**config.mk**
```make
export PLATFORM = sky130hd
export DESIGN_NAME = spln_dev_flat
export DESIGN_NICKNAME = d
export VERILOG_FILES = /design/src/hdl/spln_pkg.sv /design/src/hdl/spln_if.sv /design/src/hdl/spln_dev.sv /design/src/flat_wrapper.sv
export SDC_FILE = /design/constraint.sdc
export NUM_CORES = 1
export LEC_CHECK = 0
export BUFFER_PORTS_ARGS = -buffer_cell sky130_fd_sc_hd__buf_4
export CORE_MARGIN = 3
export CORE_UTILIZATION = 60
export CTS_CLUSTER_SIZE = 40
export DETAILED_ROUTE_END_ITERATION = 7
export GPL_TIMING_DRIVEN = 0
export PLACE_DENSITY = 0.8
export SLEW_MARGIN = 20
export SYNTH_ARGS = -nofsm -noshare
export SYNTH_HDL_FRONTEND = slang
export SYNTH_SLANG_ARGS = --single-unit
```
**constraint.sdc**
```tcl
create_clock -name CLK_SYS_IN -period 4.9 [get_ports CLK_SYS_IN]
set_clock_uncertainty 0.05 [all_clocks]
set_input_delay 0.735 -clock CLK_SYS_IN [delete_from_list [all_inputs] [get_ports CLK_SYS_IN]]
set_output_delay 0.735 -clock CLK_SYS_IN [all_outputs]
set_load 0.1 [all_outputs]
```
**src/hdl/spln_pkg.sv**
```systemverilog
// Shared constants for the phy event log and queue-management command ends
package spln_pkg;
	// Command opcodes and log page numbers
	localparam logic [7:0] OPC_NCQ_NONDATA = 8'h63;
	localparam logic [7:0] LOG_PAGE_PHY = 8'h11;
	// Subcommand codes
	localparam logic [3:0] SUB_ABORT = 4'h0;
	localparam logic [3:0] SUB_DEADLINE = 4'h1;
	localparam logic [3:0] SUB_SETFEAT = 4'h5;
	// Abort type codes
	localparam logic [3:0] ATYPE_ALL = 4'h0;
	localparam logic [3:0] ATYPE_SELECTED = 4'h3;
	// Field positions in the command words
	localparam int FEAT_SUB_LSB = 0;
	localparam int FEAT_ATYPE_LSB = 4;
	localparam int CNT_TAG_LSB = 3;
	localparam int CNT_TTAG_LSB = 11;
	localparam int FEAT_LOGRST_BIT = 0;
	// Queue depth, tags at or above it are invalid
	localparam logic [5:0] NCQ_DEPTH = 6'h20;
	// Log page layout
	localparam logic [8:0] LAST_IDX = 9'h1FF;
	localparam int ID_SIZE_LSB = 12;
	localparam int NUM_CNT = 4;
	localparam logic [15:0] PEC_ID [NUM_CNT] = '{16'h1001, 16'h100A, 16'h2009, 16'h100B};
	localparam int PEC_PHYS_W [NUM_CNT] = '{8, 16, 20, 8};
	localparam int PEC_FBYTES [NUM_CNT] = '{2, 2, 4, 2};
	localparam int PEC_OFS [NUM_CNT] = '{4, 8, 12, 18};
	// Host register offsets
	localparam logic [4:0] REG_CTRL = 5'h00;
	localparam logic [4:0] REG_CMD = 5'h04;
	localparam logic [4:0] REG_STAT = 5'h08;
	localparam logic [4:0] REG_SDB = 5'h0C;
	// Host control bits
	localparam int CTRL_ISSUE = 0;
	localparam int CTRL_LOG = 1;
	localparam int CTRL_LOGRST = 2;
	localparam int CTRL_BIST = 3;
	// Host command register reset value
	localparam logic [31:0] CMD_RST = 32'h6300_0000;
endpackage

```
**src/hdl/spln_if.sv**
```systemverilog
// Link between the host controller end and the device command end
interface spln_if;
	// Host to device
	logic cmd_valid;
	logic [7:0] cmd_opcode;
	logic [15:0] cmd_features;
	logic [15:0] cmd_count;
	logic log_req;
	logic [7:0] log_page;
	logic log_rst;
	logic log_ready;
	logic bist_activate;
	// Device to host
	logic dev_busy;
	logic cmd_done;
	logic cmd_err;
	logic cmd_abrt;
	logic sdb_valid;
	logic [31:0] sdb_act;
	logic log_valid;
	logic [7:0] log_data;
	logic log_last;
	modport dev (input cmd_valid, cmd_opcode, cmd_features, cmd_count, log_req, log_page,
		log_rst, log_ready, bist_activate,
		output dev_busy, cmd_done, cmd_err, cmd_abrt, sdb_valid, sdb_act, log_valid,
		log_data, log_last);
	modport host (output cmd_valid, cmd_opcode, cmd_features, cmd_count, log_req, log_page,
		log_rst, log_ready, bist_activate,
		input dev_busy, cmd_done, cmd_err, cmd_abrt, sdb_valid, sdb_act, log_valid,
		log_data, log_last);
endinterface

```
**src/hdl/spln_dev.sv**
```systemverilog
// Device end: phy event counters, log page streamer and queue-management command
//
// The register addresses and the Avalon-MM interface to the registers were decided locally.
module spln_dev (
	// Clock and reset
	input wire logic CLK_SYS_IN,
	input wire logic RST_B_IN,
	// Link to host
	spln_if.dev LINK,
	// Queue bookkeeping from command logic
	input wire logic NCQ_ENABLE_IN,
	input wire logic Q_ACCEPT_IN,
	input wire logic [4:0] Q_ACCEPT_TAG_IN,
	input wire logic Q_FINISH_IN,
	input wire logic [4:0] Q_FINISH_TAG_IN,
	// Phy event pulses
	input wire logic [spln_pkg::NUM_CNT-1:0] EVENT_IN,
	// Abort report
	output logic ABORT_VALID_OUT,
	output logic [31:0] ABORT_MASK_OUT,
	output logic [31:0] OUTSTANDING_OUT
);
	import spln_pkg::*;
	typedef enum logic [1:0] {ST_IDLE, ST_NCQ, ST_LOG} spln_state_e;
	spln_state_e state_reg; // Main sequencer
	logic busy_reg, done_reg, err_reg, abrt_reg; // Busy, done pulse, error and abort bits
	logic sdb_valid_reg, abort_valid_reg; // Set device bits and abort report pulses
	logic [31:0] sdb_act_reg, abort_mask_reg; // ACT bits and aborted tags
	logic log_valid_reg, log_last_reg; // Byte on offer, checksum byte marker
	logic [7:0] log_data_reg, sum_reg; // Byte value, running byte sum
	logic [8:0] idx_reg; // Next page byte index
	logic logrst_reg; // Clear after read
	logic [7:0] opc_reg; // Captured opcode
	logic [3:0] sub_reg, atype_reg; // Captured subcommand and abort type
	logic [4:0] tag_reg, ttag_reg; // Own and target tags
	logic [31:0] snapq_reg, out_reg; // Outstanding at acceptance, current outstanding
	logic [31:0] cnt [NUM_CNT], fld [NUM_CNT], snap [NUM_CNT]; // Counters, fields, snapshots
	logic clr_cnt, log_start, log_take, log_end; // Counter clear and stream strobes
	logic [7:0] cur_byte; // Byte for current index
	logic ev_err; // Command outcome error
	logic [31:0] ev_mask, own_bit, tt_bit; // Abort set, own and target one-hot
	// Link outputs straight from flops
	assign LINK.dev_busy = busy_reg;
	assign LINK.cmd_done = done_reg;
	assign LINK.cmd_err = err_reg;
	assign LINK.cmd_abrt = abrt_reg;
	assign LINK.sdb_valid = sdb_valid_reg;
	assign LINK.sdb_act = sdb_act_reg;
	assign LINK.log_valid = log_valid_reg;
	assign LINK.log_data = log_data_reg;
	assign LINK.log_last = log_last_reg;
	assign ABORT_VALID_OUT = abort_valid_reg;
	assign ABORT_MASK_OUT = abort_mask_reg;
	assign OUTSTANDING_OUT = out_reg;
	// Sequencing strobes
	assign log_start = (state_reg == ST_IDLE) && !busy_reg && LINK.log_req
		&& (LINK.log_page == LOG_PAGE_PHY);
	assign log_take = (state_reg == ST_LOG) && (!log_valid_reg || LINK.log_ready);
	assign log_end = log_take && log_valid_reg && log_last_reg;
	assign clr_cnt = LINK.bist_activate || (log_end && logrst_reg);
	// Per-counter saturating count, one-extension and snapshot
	generate
		for (genvar g = 0; g < NUM_CNT; g++) begin : g_cnt
			localparam logic [31:0] CMAX = 32'hFFFF_FFFF >> (32 - PEC_PHYS_W[g]);
			localparam logic [31:0] FMAX = 32'hFFFF_FFFF >> (32 - 8 * PEC_FBYTES[g]);
			// Count events, stop at the top
			always_ff @(posedge CLK_SYS_IN or negedge RST_B_IN) begin
				if (!RST_B_IN) begin
					cnt[g] <= 32'h0000_0000;
				end else if (clr_cnt) begin
					cnt[g] <= 32'h0000_0000;
				end else if (EVENT_IN[g] && (cnt[g] != CMAX)) begin
					cnt[g] <= cnt[g] + 32'h0000_0001;
				end
			end
			// Saturated narrow counter fills the whole field
			assign fld[g] = (cnt[g] == CMAX) ? FMAX : cnt[g];
			// Freeze values when a read starts
			always_ff @(posedge CLK_SYS_IN or negedge RST_B_IN) begin
				if (!RST_B_IN) begin
					snap[g] <= 32'h0000_0000;
				end else if (log_start) begin
					snap[g] <= fld[g];
				end
			end
		end
	endgenerate
	// Page byte for the current index, identifier then value, low byte first
	always_comb begin
		cur_byte = 8'h00;
		for (int i = 0; i < NUM_CNT; i++) begin
			for (int k = 0; k < 6; k++) begin
				if ((k < 2 + PEC_FBYTES[i]) && (idx_reg == 9'(PEC_OFS[i] + k))) begin
					cur_byte = 8'({snap[i], PEC_ID[i]} >> (8 * k));
				end
			end
		end
		if (idx_reg == LAST_IDX) begin
			cur_byte = 8'h00 - sum_reg;
		end
	end
	// Queue-management outcome
	always_comb begin
		own_bit = 32'h0000_0001 << tag_reg;
		tt_bit = 32'h0000_0001 << ttag_reg;
		ev_err = 1'b0;
		ev_mask = 32'h0000_0000;
		if ((opc_reg != OPC_NCQ_NONDATA) || !NCQ_ENABLE_IN) begin
			ev_err = 1'b1;
		end else begin
			case (sub_reg)
				SUB_ABORT: begin
					if ((ttag_reg == tag_reg) || ({1'b0, ttag_reg} >= NCQ_DEPTH)) begin
						ev_err = 1'b1;
					end else if (atype_reg == ATYPE_ALL) begin
						ev_mask = snapq_reg & ~own_bit;
					end else if (atype_reg == ATYPE_SELECTED) begin
						ev_mask = snapq_reg & tt_bit;
					end else begin
						ev_err = 1'b1;
					end
				end
				SUB_DEADLINE, SUB_SETFEAT: ev_err = 1'b0;
				default: begin
					ev_err = 1'b1;
					ev_mask = snapq_reg & ~own_bit;
				end
			endcase
		end
	end
	// Main sequencer and busy flag
	always_ff @(posedge CLK_SYS_IN or negedge RST_B_IN) begin
		if (!RST_B_IN) begin
			state_reg <= ST_IDLE;
			busy_reg <= 1'b0;
		end else begin
			case (state_reg)
				ST_IDLE: begin
					if (!busy_reg && LINK.cmd_valid) begin
						state_reg <= ST_NCQ;
						busy_reg <= 1'b1;
					end else if (log_start) begin
						state_reg <= ST_LOG;
						busy_reg <= 1'b1;
					end
				end
				ST_LOG: begin
					if (log_end) begin
						state_reg <= ST_IDLE;
						busy_reg <= 1'b0;
					end
				end
				default: begin // One-cycle command state and stray codes
					state_reg <= ST_IDLE;
					busy_reg <= 1'b0;
				end
			endcase
		end
	end
	// Capture command fields and the outstanding set on acceptance
	always_ff @(posedge CLK_SYS_IN or negedge RST_B_IN) begin
		if (!RST_B_IN) begin
			opc_reg <= 8'h00;
			sub_reg <= 4'h0;
			atype_reg <= 4'h0;
			tag_reg <= 5'h00;
			ttag_reg <= 5'h00;
			snapq_reg <= 32'h0000_0000;
			logrst_reg <= 1'b0;
		end else if ((state_reg == ST_IDLE) && !busy_reg && LINK.cmd_valid) begin
			opc_reg <= LINK.cmd_opcode;
			sub_reg <= LINK.cmd_features[FEAT_SUB_LSB +: 4];
			atype_reg <= LINK.cmd_features[FEAT_ATYPE_LSB +: 4];
			tag_reg <= LINK.cmd_count[CNT_TAG_LSB +: 5];
			ttag_reg <= LINK.cmd_count[CNT_TTAG_LSB +: 5];
			snapq_reg <= out_reg;
		end else if (log_start) begin
			logrst_reg <= LINK.log_rst;
		end
	end
	// Completion, status and set device bits
	always_ff @(posedge CLK_SYS_IN or negedge RST_B_IN) begin
		if (!RST_B_IN) begin
			done_reg <= 1'b0;
			err_reg <= 1'b0;
			abrt_reg <= 1'b0;
			sdb_valid_reg <= 1'b0;
			sdb_act_reg <= 32'h0000_0000;
			abort_valid_reg <= 1'b0;
			abort_mask_reg <= 32'h0000_0000;
		end else begin
			done_reg <= 1'b0;
			sdb_valid_reg <= 1'b0;
			abort_valid_reg <= 1'b0;
			if (state_reg == ST_NCQ) begin
				done_reg <= 1'b1;
				err_reg <= ev_err;
				abrt_reg <= ev_err;
				sdb_valid_reg <= !ev_err;
				sdb_act_reg <= ev_err ? 32'h0000_0000 : (own_bit | ev_mask);
				abort_valid_reg <= 1'b1;
				abort_mask_reg <= ev_mask;
			end else if (log_end) begin
				done_reg <= 1'b1;
				err_reg <= 1'b0;
				abrt_reg <= 1'b0;
			end else if ((state_reg == ST_IDLE) && !busy_reg && !LINK.cmd_valid
				&& LINK.log_req && !log_start) begin
				// Unsupported log page
				done_reg <= 1'b1;
				err_reg <= 1'b1;
				abrt_reg <= 1'b1;
			end
		end
	end
	// Outstanding queue, new acceptance wins over clearing
	always_ff @(posedge CLK_SYS_IN or negedge RST_B_IN) begin
		if (!RST_B_IN) begin
			out_reg <= 32'h0000_0000;
		end else begin
			out_reg <= (out_reg
				& ~((Q_FINISH_IN ? (32'h0000_0001 << Q_FINISH_TAG_IN) : 32'h0000_0000)
				| ((state_reg == ST_NCQ) ? ev_mask : 32'h0000_0000)))
				| (Q_ACCEPT_IN ? (32'h0000_0001 << Q_ACCEPT_TAG_IN) : 32'h0000_0000);
		end
	end
	// Page streamer with host back-pressure
	always_ff @(posedge CLK_SYS_IN or negedge RST_B_IN) begin
		if (!RST_B_IN) begin
			log_valid_reg <= 1'b0;
			log_data_reg <= 8'h00;
			log_last_reg <= 1'b0;
			idx_reg <= 9'h000;
			sum_reg <= 8'h00;
		end else if (log_start) begin
			idx_reg <= 9'h000;
			sum_reg <= 8'h00;
		end else if (log_end) begin
			log_valid_reg <= 1'b0;
			log_last_reg <= 1'b0;
		end else if (log_take) begin
			log_valid_reg <= 1'b1;
			log_data_reg <= cur_byte;
			log_last_reg <= (idx_reg == LAST_IDX);
			sum_reg <= sum_reg + cur_byte;
			idx_reg <= idx_reg + 9'h001;
		end
	end
endmodule

```
**src/flat_wrapper.sv**
```systemverilog
// flat-port wrapper written by rule: the top's interface ports become plain ports
module spln_dev_flat import spln_pkg::*;
  (CLK_SYS_IN, RST_B_IN, NCQ_ENABLE_IN, Q_ACCEPT_IN, Q_ACCEPT_TAG_IN, Q_FINISH_IN, Q_FINISH_TAG_IN, EVENT_IN, ABORT_VALID_OUT, ABORT_MASK_OUT, OUTSTANDING_OUT, LINK_cmd_valid, LINK_cmd_opcode, LINK_cmd_features, LINK_cmd_count, LINK_log_req, LINK_log_page, LINK_log_rst, LINK_log_ready, LINK_bist_activate, LINK_dev_busy, LINK_cmd_done, LINK_cmd_err, LINK_cmd_abrt, LINK_sdb_valid, LINK_sdb_act, LINK_log_valid, LINK_log_data, LINK_log_last);
  spln_if LINK_i ();
  input wire logic CLK_SYS_IN;
  input wire logic RST_B_IN;
  input wire logic NCQ_ENABLE_IN;
  input wire logic Q_ACCEPT_IN;
  input wire logic [4:0] Q_ACCEPT_TAG_IN;
  input wire logic Q_FINISH_IN;
  input wire logic [4:0] Q_FINISH_TAG_IN;
  input wire logic [spln_pkg::NUM_CNT-1:0] EVENT_IN;
  output logic ABORT_VALID_OUT;
  output logic [31:0] ABORT_MASK_OUT;
  output logic [31:0] OUTSTANDING_OUT;
  input wire logic [$bits(LINK_i.cmd_valid)-1:0] LINK_cmd_valid;
  input wire logic [$bits(LINK_i.cmd_opcode)-1:0] LINK_cmd_opcode;
  input wire logic [$bits(LINK_i.cmd_features)-1:0] LINK_cmd_features;
  input wire logic [$bits(LINK_i.cmd_count)-1:0] LINK_cmd_count;
  input wire logic [$bits(LINK_i.log_req)-1:0] LINK_log_req;
  input wire logic [$bits(LINK_i.log_page)-1:0] LINK_log_page;
  input wire logic [$bits(LINK_i.log_rst)-1:0] LINK_log_rst;
  input wire logic [$bits(LINK_i.log_ready)-1:0] LINK_log_ready;
  input wire logic [$bits(LINK_i.bist_activate)-1:0] LINK_bist_activate;
  output wire logic [$bits(LINK_i.dev_busy)-1:0] LINK_dev_busy;
  output wire logic [$bits(LINK_i.cmd_done)-1:0] LINK_cmd_done;
  output wire logic [$bits(LINK_i.cmd_err)-1:0] LINK_cmd_err;
  output wire logic [$bits(LINK_i.cmd_abrt)-1:0] LINK_cmd_abrt;
  output wire logic [$bits(LINK_i.sdb_valid)-1:0] LINK_sdb_valid;
  output wire logic [$bits(LINK_i.sdb_act)-1:0] LINK_sdb_act;
  output wire logic [$bits(LINK_i.log_valid)-1:0] LINK_log_valid;
  output wire logic [$bits(LINK_i.log_data)-1:0] LINK_log_data;
  output wire logic [$bits(LINK_i.log_last)-1:0] LINK_log_last;
  assign LINK_i.cmd_valid = LINK_cmd_valid;
  assign LINK_i.cmd_opcode = LINK_cmd_opcode;
  assign LINK_i.cmd_features = LINK_cmd_features;
  assign LINK_i.cmd_count = LINK_cmd_count;
  assign LINK_i.log_req = LINK_log_req;
  assign LINK_i.log_page = LINK_log_page;
  assign LINK_i.log_rst = LINK_log_rst;
  assign LINK_i.log_ready = LINK_log_ready;
  assign LINK_i.bist_activate = LINK_bist_activate;
  assign LINK_dev_busy = LINK_i.dev_busy;
  assign LINK_cmd_done = LINK_i.cmd_done;
  assign LINK_cmd_err = LINK_i.cmd_err;
  assign LINK_cmd_abrt = LINK_i.cmd_abrt;
  assign LINK_sdb_valid = LINK_i.sdb_valid;
  assign LINK_sdb_act = LINK_i.sdb_act;
  assign LINK_log_valid = LINK_i.log_valid;
  assign LINK_log_data = LINK_i.log_data;
  assign LINK_log_last = LINK_i.log_last;
  spln_dev u_core (.CLK_SYS_IN(CLK_SYS_IN), .RST_B_IN(RST_B_IN), .LINK(LINK_i), .NCQ_ENABLE_IN(NCQ_ENABLE_IN), .Q_ACCEPT_IN(Q_ACCEPT_IN), .Q_ACCEPT_TAG_IN(Q_ACCEPT_TAG_IN), .Q_FINISH_IN(Q_FINISH_IN), .Q_FINISH_TAG_IN(Q_FINISH_TAG_IN), .EVENT_IN(EVENT_IN), .ABORT_VALID_OUT(ABORT_VALID_OUT), .ABORT_MASK_OUT(ABORT_MASK_OUT), .OUTSTANDING_OUT(OUTSTANDING_OUT));
endmodule
```
# After elaboration in Yosys (flattened, before gate mapping)
# Cells that the tools add are included.
# Widths: inputs -> output; s select.
# classes
addsub	7
n_mul	0
div	0
magnitude_cmp	0
n_eq_ne	38
shift	4
n_mux	71
bitwise_logic	11
n_reduce_logical	41
# op_table
op	n
$mux 32	17
$mux 8	21
$add 32x1->32 const B	4
$shl 1x5->32 const A	4
$and 32x32->32	3
$or 32x32->32	3
$eq 9x4->1 const B	8
$eq 32x8->1 const B	2
$ne 32x8->1 const B	2
$not 32->32	2
$pmux 32 s2	1
$eq 9x5->1 const B	6
$mux 16	3
$eq 9x3->1 const B	4
$eq 32x16->1 const B	1
$eq 32x20->1 const B	1
$ne 32x16->1 const B	1
$ne 32x20->1 const B	1
$mux 9	3
$mux 1	20
$logic_and 1x1->1	16
$reduce_bool 2->1	6
$add 9x1->9 const B	1
$eq 9x9->1 const B	1
24 further kinds	41
# word_totals
ff_bits	397
latch_bits	0
mem_bits_rw	0
romBits	0
in_bits	72
n_memories	0

# Longest topological paths before layout
# Gate-level depths: netlist (run 1).
# logic_depth
word_depth	24
ltp_mapped	20
mapped_depth_nobuf	19

# Worst setup path after synthesis (run 1)
# OpenSTA, ideal clock, no wires.
# synth_path
kind	register -> register
startpoint	register u_core.idx_reg[2]
endpoint	register u_core.sum_reg[7]
arrival_time_ns	3.778
required_time_ns	4.728
setup_slack_ns	0.950
stages_incl_launch_ff	19
n_path_buf	4
cell_sequence	dfrtp_1 -> clkbuf_1 -> clkbuf_1 -> and3_1 -> and3_1 -> and3_1 -> ha_1 -> clkbuf_1 -> clkbuf_1 -> a21oi_1 -> a31oi_1 -> ha_1 -> nand3_1 -> o211ai_1 -> o41a_1 -> and3_1 -> a21oi_1 -> a21o_1 -> nand3_2
# synth_between
elab_cells_between_ends	42
# synth_rtl
item	line_no	source
start, declared	spln_dev.sv:31	logic [8:0] idx_reg;
start signal, assigned	spln_dev.sv:246	idx_reg <= idx_reg + 9'h001;
$eq 9x3->1	spln_dev.sv:93	if ((k < 2 + PEC_FBYTES[i]) && (idx_reg == 9'(PEC_OFS[i] + k))) begin
$mux 8 (17 in series)	spln_dev.sv:93	
$mux 8 (*)	spln_dev.sv:98	if (idx_reg == LAST_IDX) begin
via u_core.cur_byte[4]	spln_dev.sv:39	logic [7:0] cur_byte;
$add 8x8->8 (*)	spln_dev.sv:245	sum_reg <= sum_reg + cur_byte;
$mux 8 (*)	spln_dev.sv:241	end else if (log_take) begin
$mux 8 (*)	spln_dev.sv:238	end else if (log_end) begin
$mux 8 (*)	spln_dev.sv:235	end else if (log_start) begin
end signal, assigned	spln_dev.sv:245	
end, declared	spln_dev.sv:30	logic [7:0] log_data_reg, sum_reg;
# Mark *: on every way through the listed nets, which the timed path passes. The rest lies on a longest branch. The select of a mux whose other input is x is not followed.
# A chain may end at the register's enable or synchronous reset.

# Worst setup path after layout (run 1)
# layout_path
startpoint	register u_core.idx_reg[1]
endpoint	register u_core.sum_reg[7]
# The elaborated chain is that of the path after synthesis.

==> results.txt, run 1 <==
The flow ran to the end, and the final reports show no timing, DRC or antenna violations. The first routing iteration left 1,629 violations. In this run the worst path has a maximum fanout of 10.

Dividing the detail-routed via count by the number of cells gives 6.399. In the global route stage, overall resource usage came out at 35.67%. In the final layout, the registers with the most flip-flops are u_core.cnt (128), u_core.snap (80). Setup violations remaining at the end of the flow were counted as 0. The worst-case IR drop observed on VDD is 0.3699 mV. Standby leakage power: 10.56 nW. Dividing total power by cell area gives a power density of 350.2 mW/mm². Timing would allow up to 0.2192 GHz. After detailed routing, the total wire length is 62.69 mm.

CTS placed an instance of sky130_fd_sc_hd__clkbuf_16 at the clock tree root. The run gives 347.2 ps as the minimum hold slack. The post-route netlist has 14.83% of its cells at a drive strength greater than 1. After detailed routing, the number of remaining DRC violations is 0. The worst hold path was traced through 3 stages. The design area is 0.02303 mm².

TritonCTS built the clock tree. Counting the buffers created by CTS gives 42. The delay of the slowest critical-path stage is 430 ps. The floorplan die height is 187.2 µm, and the synthesized instance count is 2,070. The core region is 0.03196 mm². Count of non-filler cells in the finished layout: 2,755. The clock passes through at most 3 buffers. The number of sinks on the clock net was 397. The final worst-path cycle share is 93.11%. The setup check on the worst reg-to-reg path leaves a slack of 340 ps. Most flop-heavy register: u_core.cnt. For the largest net degree at the start of global routing, the log shows 103. After detailed routing, the average wire length per cell comes to 22.75 µm.

For the initial core utilization, the log shows 61.64%. The clock latency on the worst-skew pair was 550 ps. After synthesis, flip-flops and latches occupy 50.42% of the total area. The floorplan step defined a die boundary enclosing 0.03505 mm². The worst hold path endpoint is u_core.sub_reg[2].

The share of synthesized flip-flops with an asynchronous set or reset was 100.0%. The critical register-to-register path endpoint was u_core.sum_reg[7]. Summed over all layers, the global routing overflow is 0. The worst setup path is launched from a flip-flop.

For the number of warnings printed during yosys synthesis, the log shows 0. Width of the chip: 187.2 µm. Setup repair after global routing left no endpoint under its margin. The first TritonRoute pass finished after 6 iterations.

The final period demand of the worst path works out to 4563 ps. The worst setup path is captured at a flip-flop. A synthesized cell averages 9.518 µm².

During placement, the flow inserted port buffers numbering 169. The launch point of the worst hold path was LINK_cmd_features[2]. The tools report the net count after synthesis as 2,160. The number of pins exceeding their max-slew limit in the final report was 0; the number of placement rows was 65.

The final route contains 17,630 vias. The largest individual stage delay along the critical path comes from the cell sky130_fd_sc_hd__dfrtp_1. Post-placement setup slack: -99.08 ps.

Transition time at the pin with the least slew margin: 1094 ps. Pin placement for this block handled 184 I/O pins. The predominant post-synthesis flop cell was sky130_fd_sc_hd__dfrtp_1. The max-slew headroom at the worst pin is 26.42%. The clock tree synthesis step divided the H-tree into 2 levels. The launch point of the worst reg-to-reg path is u_core.idx_reg[1]. The first global-routing pass estimated 99.19 mm of wire. Unique cell type count in the Yosys netlist: 80. Once routing completed, OpenROAD measured the worst setup slack at 337.4 ps.

Routability-driven placement finished with a final weighted congestion of 0.9904. The tools report the final number of hold-violating endpoints as 0. Yosys mapped a number of flops with a built-in enable equal to 0. Max-cap violations in this run came to 0.

Synthesis inferred 397 register bits. The clock-pin transition on the worst setup and hold timing paths was 70 ps. The worst reg2reg path depth is 18, and the cell area after synthesis is 0.01970 mm².

The initial antenna violation count came out at 1. The run gives 17,790 as the via count of the first global-routing pass. The signal on the critical path passes through inv_1 -> ha_1 -> clkbuf_1 -> nand2b_1 -> or3_1 -> buf_2 -> buf_2 -> a311oi_1 -> a21oi_1 -> a31oi_1 -> ha_1 -> nand3_1 -> o211ai_1 -> o41a_1 -> and3_1 -> a21oi_1 -> a21o_1 -> nand3_2. STA puts the critical path data required time at 5280 ps.

The final layout net count was 2,377; the area growth from synthesis to layout was 16.91%. By startpoint and endpoint, the worst setup path is classified as flip-flop to flip-flop. The register with the most flip-flops in the layout has 128 of them. In this run, placement finished with an instance count of 2,678. The HPWL after detailed placement was 47.01 mm; the data arrival time at the worst-slack endpoint was 4950 ps. The detail route stage leaves a number of antenna-violating nets equal to 0. For the instance area after placement, the log shows 0.02163 mm². In this run the worst hold path is classified as primary input to flip-flop.
-- timing repair --
item / in CTS / in global routing
hold buffers: 1 / 0
setup buffers: 0 / 0
endpoints found under the setup margin: 1 / 2
resized for setup: 2 / 12
hold endpoints to repair: 18 / 0
pin swaps: 0 / 0
-- how the worst max path moves through the flow --
stage	from	to	slack [ps]	cells after the start
floorplan	u_core.idx_reg[2]	u_core.sum_reg[7]	950	18
global placement	RST_B_IN	u_core.ABORT_MASK_OUT[22]	-720	1
detailed placement	u_core.idx_reg[2]	u_core.sum_reg[7]	-100	18
CTS	u_core.idx_reg[2]	u_core.sum_reg[7]	30	18
global route	u_core.idx_reg[1]	u_core.sum_reg[7]	30	18
finish	u_core.idx_reg[1]	u_core.sum_reg[7]	340	18
-- metrics by stage --
stage / power [W] / utilization, % / setup TNS (ps)
floorplan: 0.004484 / - / 0
global placement: 0.004917 / 67.32 / -266840
detailed placement: 0.004951 / 67.69 / -99.08
CTS: 0.008063 / 71.96 / 0
global route: 0.008322 / 72.07 / 0
finish: 0.008067 / 72.07 / 0
-- worst max-delay path, delay by kind of cell (launching register included) --
family / cells / cell delay [ps]
adder cells (fa/ha/maj): 2 / 510
AND/OR/NAND/NOR: 5 / 1070
buffers and inverters: 4 / 900
AO/OA/AOI/OAI: 7 / 1500
flip-flops: 1 / 430
-- logic make-up after synthesis --
| family | synth area share, % |
|---|---|
| compound gates | 15.61 |
| xor+xnor | 5.068 |
| fa+ha+maj | 1.181 |
| buf+inv | 3.042 |
| flops | 50.42 |
| mux | 4.039 |
| simple gates | 20.64 |
-- final cells by class --
class,count,area (µm²)
diodes,1,2.502
well taps,435,544.3
repair buffers,174,1396
plain buffers,112,454.2
clock buffers,61,1202
clock inverters,15,151.4
fillers,2403,8927
flip-flops and latches,397,9935
inverters,40,150.1
multi-input cells,1520,9199
-- Yosys cell counts, drive strengths merged, types with 9 or more instances --
master | count | area (µm²)
a211oi | 12 | 100.1
a21o | 41 | 307.8
a21oi | 80 | 404.1
a22o | 30 | 262.8
and2 | 10 | 62.56
and3 | 23 | 143.9
and4 | 14 | 122.6
buf | 21 | 103.9
clkbuf | 92 | 345.3
dfrtp | 397 | 9935
ha | 17 | 212.7
inv | 40 | 150.1
mux2 | 65 | 735.7
nand2 | 278 | 1044
nand2b | 19 | 118.9
nand3 | 66 | 340.3
nand3b | 12 | 90.09
nand4 | 35 | 219.0
nor2 | 194 | 728.2
nor2b | 23 | 151.4
nor3 | 71 | 365.3
nor4 | 30 | 193.9
o211ai | 10 | 75.07
o21ai | 131 | 655.6
o22a | 23 | 201.4
o22ai | 82 | 513.0
o31ai | 9 | 67.56
or3 | 38 | 237.7
xnor2 | 50 | 437.9
xor2 | 64 | 560.5
-- power by group --
part | switching [W] | internal [W] | leakage, nW
Combinational | 0.00102 | 0.000343 | 4.50
Sequential | 0.000148 | 0.00341 | 5.39
Clock | 0.00133 | 0.00182 | 0.672
-- routing by layer --
metal	GRT usage, %	wire [µm]	part of all wire [%]	vias up
met1	47.42	25210	40	8690
met5	0	0	0	-
li1	-	-	-	7849
met2	58.16	29320	47	918
met3	7.009	5367	8.6	173
met4	14.07	2792	4.5	0
-- cells in the final DEF, fill, tap and decap left out, types with 6 or more instances in the layout --
cell,instances
sky130_fd_sc_hd__dfrtp_1,397
sky130_fd_sc_hd__nand2_1,278
sky130_fd_sc_hd__nor2_1,194
sky130_fd_sc_hd__buf_4,169
sky130_fd_sc_hd__o21ai_0,128
sky130_fd_sc_hd__clkbuf_1,95
sky130_fd_sc_hd__o22ai_1,82
sky130_fd_sc_hd__a21oi_1,79
sky130_fd_sc_hd__nor3_1,69
sky130_fd_sc_hd__nand3_1,64
sky130_fd_sc_hd__mux2_2,64
sky130_fd_sc_hd__xor2_1,64
sky130_fd_sc_hd__xnor2_1,50
sky130_fd_sc_hd__clkbuf_16,42
sky130_fd_sc_hd__a21o_1,41
sky130_fd_sc_hd__inv_1,40
sky130_fd_sc_hd__or3_1,38
sky130_fd_sc_hd__nand4_1,35
sky130_fd_sc_hd__a22o_1,30
sky130_fd_sc_hd__nor4_1,28
sky130_fd_sc_hd__and3_1,23
sky130_fd_sc_hd__o22a_1,23
sky130_fd_sc_hd__nor2b_1,22
sky130_fd_sc_hd__nand2b_1,19
sky130_fd_sc_hd__ha_1,17
sky130_fd_sc_hd__and4_1,14
sky130_fd_sc_hd__buf_1,13
sky130_fd_sc_hd__nand3b_1,12
sky130_fd_sc_hd__a211oi_1,10
sky130_fd_sc_hd__and2_1,10
sky130_fd_sc_hd__o211ai_1,10
sky130_fd_sc_hd__clkinv_2,8
sky130_fd_sc_hd__clkbuf_8,8
sky130_fd_sc_hd__clkbuf_2,7
sky130_fd_sc_hd__o31ai_1,7
sky130_fd_sc_hd__mux2i_1,6
sky130_fd_sc_hd__o21bai_1,6
sky130_fd_sc_hd__nor4b_1,6
No activity file was read; power rests on OpenSTA's default activity.
==> run 2, diff against run 1 <==
--- a/config.mk
+++ b/config.mk
@@ -7,11 +7,10 @@
 export LEC_CHECK = 0
 export BUFFER_PORTS_ARGS = -buffer_cell sky130_fd_sc_hd__buf_4
 export CORE_MARGIN = 3
-export CORE_UTILIZATION = 60
+export CORE_UTILIZATION = 44
 export CTS_CLUSTER_SIZE = 40
 export DETAILED_ROUTE_END_ITERATION = 7
 export GPL_TIMING_DRIVEN = 0
-export PLACE_DENSITY = 0.8
 export SLEW_MARGIN = 20
 export SYNTH_ARGS = -nofsm -noshare
 export SYNTH_HDL_FRONTEND = slang
==> run 2 against run 1 <==
Compared with the run above: routed wire length grew 1.9%; first-iteration DRC count down 8.7%; worst setup slack got worse by 140 ps; non-clock buffer count fell by 3; critical path depth shrank 1; total power is 3.4% higher; global-route usage down 8.7 points; largest cell class unchanged; highest routed layer is now met5.
==> results.txt, run 2 (same netlist as run 1, synthesis figures left out) <==
The flow ran to the end, and the final reports show no timing, DRC or antenna violations. Total track usage: 26.95% (was 35.67%). The worst voltage drop across the vdd grid was 0.4058 mV (was 0.3699 mV); the area of combinational cells with multiple inputs was 0.009193 mm² (was 0.009199 mm²). Largest regs: u_core.cnt (128), u_core.snap (80) (unchanged). The number of setup violations in the final report was 0 (unchanged). Instance area after placement: 0.02183 mm² (was 0.02163 mm²). The initial core utilization is 45.14% (was 61.64%). The tools report the kind of launch point of the worst setup path as a flip-flop (unchanged). The HPWL after detailed placement was 48.33 mm (was 47.01 mm); the total wire length was 63.88 mm (was 62.69 mm). The number of sinks on the clock net came out at 397 (unchanged).

Setup TNS: 0 ps (unchanged). The register-to-register path setup slack is 200 ps (was 340 ps), and the number of maximum-capacitance violations is 0 (unchanged). The run gives 35.36% (was 26.42%) as the max-slew headroom at the worst pin. The number of iterations in the first detailed-routing pass was 6 (unchanged); the area growth from synthesis to layout was 18.43% (was 16.91%).

The initial antenna violation count was 2 (was 1). The post-detailed-route wirelength per cell is 22.01 µm (was 22.75 µm), and the maximum level of the CTS H-tree is 2 (unchanged). The number of design rule violations left after detail routing was 0 (unchanged); the global placer's final weighted congestion was 0.9695 (was 0.9904).

First-pass GRT wire length: 99.35 mm (was 99.19 mm). The data arrival time at the worst-slack endpoint is 5090 ps (was 4950 ps). The launch point of the worst reg-to-reg path was u_core.idx_reg[0] (was u_core.idx_reg[1]). Count of buffers inserted at the top-level ports: 169 (unchanged).

The tools report the maximum buffer depth of the clock tree as 3 (unchanged). The run gives 16,900 (was 17,790) as the via count of the first global-routing pass. The design area came out at 0.02333 mm² (was 0.02303 mm²). The run gives 0 (was 1) as the antenna diode count.

The flip-flop count of the largest register, all copies and words added was 128 (unchanged); the standby leakage power was 10.61 nW (was 10.56 nW). The width of the chip was 217.6 µm (was 187.2 µm). Number of placement rows: 76 (was 65). The logs give 0.009935 mm² (unchanged) for the register area and 0.2129 GHz (was 0.2192 GHz) for the highest attainable clock frequency. The average via count per standard cell was 5.905 (was 6.399). The class of the most critical hold timing path was primary input to async pin (was primary input to flip-flop). The largest net degree at the start of global routing came out at 96 (was 103).

The detailed-route via count came out at 17,140 (was 17,630). The tools report the endpoint of the worst setup timing path as u_core.sum_reg[7] (unchanged). Share of final-layout standard cells stronger than drive strength 1: 15.06% (was 14.83%).

The most common cell after layout, fill and taps aside is sky130_fd_sc_hd__dfrtp_1 (unchanged). For the minimum hold slack, the log shows 134.3 ps (was 347.2 ps). The run gives 0 (unchanged) as the final number of hold-violating endpoints. The final-layout fill cell count is 3,973 (was 2,403). The startpoint of the most critical setup path was u_core.idx_reg[0] (was u_core.idx_reg[1]). Area inside the core boundary: 0.04365 mm² (was 0.03196 mm²). The floorplan die height came out at 217.6 µm (was 187.2 µm).

The tools report the post-CTS setup repair buffer count as 0 (unchanged). Highest-count cells in the layout ignoring fill and taps: 397 x sky130_fd_sc_hd__dfrtp_1, 278 x sky130_fd_sc_hd__nand2_1, 194 x sky130_fd_sc_hd__nor2_1 (unchanged). The clock-pin transition on the worst setup and hold timing paths was 60 ps (was 70 ps); the final layout net count was 2,376 (was 2,377).

Number of DRC violations after detailed-routing iteration 0: 1,488 (was 1,629). The number of buffers created by CTS came out at 44 (was 42). Setup repair after global routing left no endpoint under its margin.

The most flop-heavy register was u_core.cnt (unchanged). The final worst-path cycle share was 95.87% (was 93.11%). The power per cell area came out at 357.6 mW/mm² (was 350.2 mW/mm²). Final period demand of the worst path: 4698 ps (was 4563 ps). The hold buffer count at CTS is 0 (was 1). The critical path capture point type was a flip-flop (unchanged). The maximum net fanout on the critical path was 10 (unchanged). Count of boundary I/O pins: 184 (unchanged).

Total grt overflow: 0 (unchanged). The tools report the critical register-to-register path endpoint as u_core.sum_reg[7] (unchanged). The transition time at the pin with the least slew margin works out to 961.7 ps (was 1094 ps).

For the number of pins exceeding their max-slew limit in the final report, the log shows 0 (unchanged). The run gives 570 ps (was 550 ps) as the clock latency on the worst-skew pair. The floorplan die area was 0.04735 mm² (was 0.03505 mm²); the number of routed nets with antenna violations was 0 (unchanged). The required time at the endpoint of the critical path came out at 5300 ps (was 5280 ps). The critical path class was flip-flop to flip-flop (unchanged). TritonCTS built the clock tree. Worst reg2reg path depth: 17 (was 18).

Cell at the root of the clock tree: sky130_fd_sc_hd__clkbuf_16 (unchanged).
-- run 2: changes by cell type in the layout (fill, tap and decap cells not counted), sizes merged --
| cell | before | now |
|---|---|---|
| clkinvlp | 0 | 2 |
| bufinv | 2 | 4 |
| clkbuf | 152 | 150 |
| diode | 1 | 0 |
| clkinv | 10 | 9 |
| inv | 43 | 42 |
| dlygate4sd3 | 1 | 0 |
-- run 2: layout make-up --
type / count / area share [%]
multi-input combinational: 1520 / 39.40
buffer: 110 / 1.904
inverter: 40 / 0.6435
clock inverter: 17 / 0.8472
timing repair buffer: 173 / 5.941
tap: 585 / 3.137
sequential: 397 / 42.58
clock buffer: 61 / 5.555
-- run 2: worst min path at each step --
stage / from / to / slack, ps
2_1_floorplan: u_core.snap[54] / u_core.snap[54] / 380
3_3_place_gp: u_core.snap[78] / u_core.snap[78] / 410
5_1_grt: RST_B_IN / u_core.cnt[21] / 190
6_report: RST_B_IN / u_core.cnt[16] / 130
3_5_place_dp: u_core.snap[40] / u_core.snap[40] / 420
4_1_cts: RST_B_IN / u_core.cnt[17] / 160
-- run 2: critical path: stages, from the launching register on --
cell                       delay, ps
sky130_fd_sc_hd__dfrtp_1         480
sky130_fd_sc_hd__ha_1            430
sky130_fd_sc_hd__clkbuf_2        340
sky130_fd_sc_hd__and3_1          260
sky130_fd_sc_hd__and3_1          170
sky130_fd_sc_hd__ha_1            210
sky130_fd_sc_hd__clkbuf_1        340
sky130_fd_sc_hd__clkbuf_2        300
sky130_fd_sc_hd__a21oi_1          90
sky130_fd_sc_hd__a31oi_1         320
sky130_fd_sc_hd__ha_1            370
sky130_fd_sc_hd__nand3_1         110
sky130_fd_sc_hd__o211ai_1        130
sky130_fd_sc_hd__o41a_1          390
sky130_fd_sc_hd__and3_1          170
sky130_fd_sc_hd__a21oi_1         180
sky130_fd_sc_hd__a21o_1          160
sky130_fd_sc_hd__nand3_2          60
-- run 2: what timing repair did --
item                       in CTS  in global routing
setup endpoints to repair       1                  2
hold endpoints to repair        0                  0
resized for setup               3                  5
-- run 2: power breakdown --
part           switching [W]  leakage, nW  total [W]  internal, W
sequential          0.000148         5.39    0.00356      0.00341
clock                0.00137        0.741    0.00343      0.00206
combinational        0.00101         4.48    0.00136     0.000341
-- run 2: per-layer routing --
metal | up-vias | track usage (%) | part of all wire, %
met5 | - | 0 | 0.049
met3 | 147 | 5.030 | 7.2
met4 | 4 | 10.48 | 3.7
met2 | 676 | 41.79 | 45
li1 | 7842 | - | -
met1 | 8472 | 37.65 | 44
-- run 2: per-stage QoR --
step | worst slack, ps | total power [W] | std cells | util [%]
final | 202.3 | 0.008343 | 2903 | 53.46
after global routing | 1.549 | 0.008620 | 2903 | 53.46
after CTS | 58.07 | 0.008387 | 2905 | 53.43
after detailed placement | -239.3 | 0.004961 | 2828 | 50.01
after global placement | -943.3 | 0.004939 | 2824 | 49.72
after floorplan | 949.9 | 0.004484 | 2070 | -
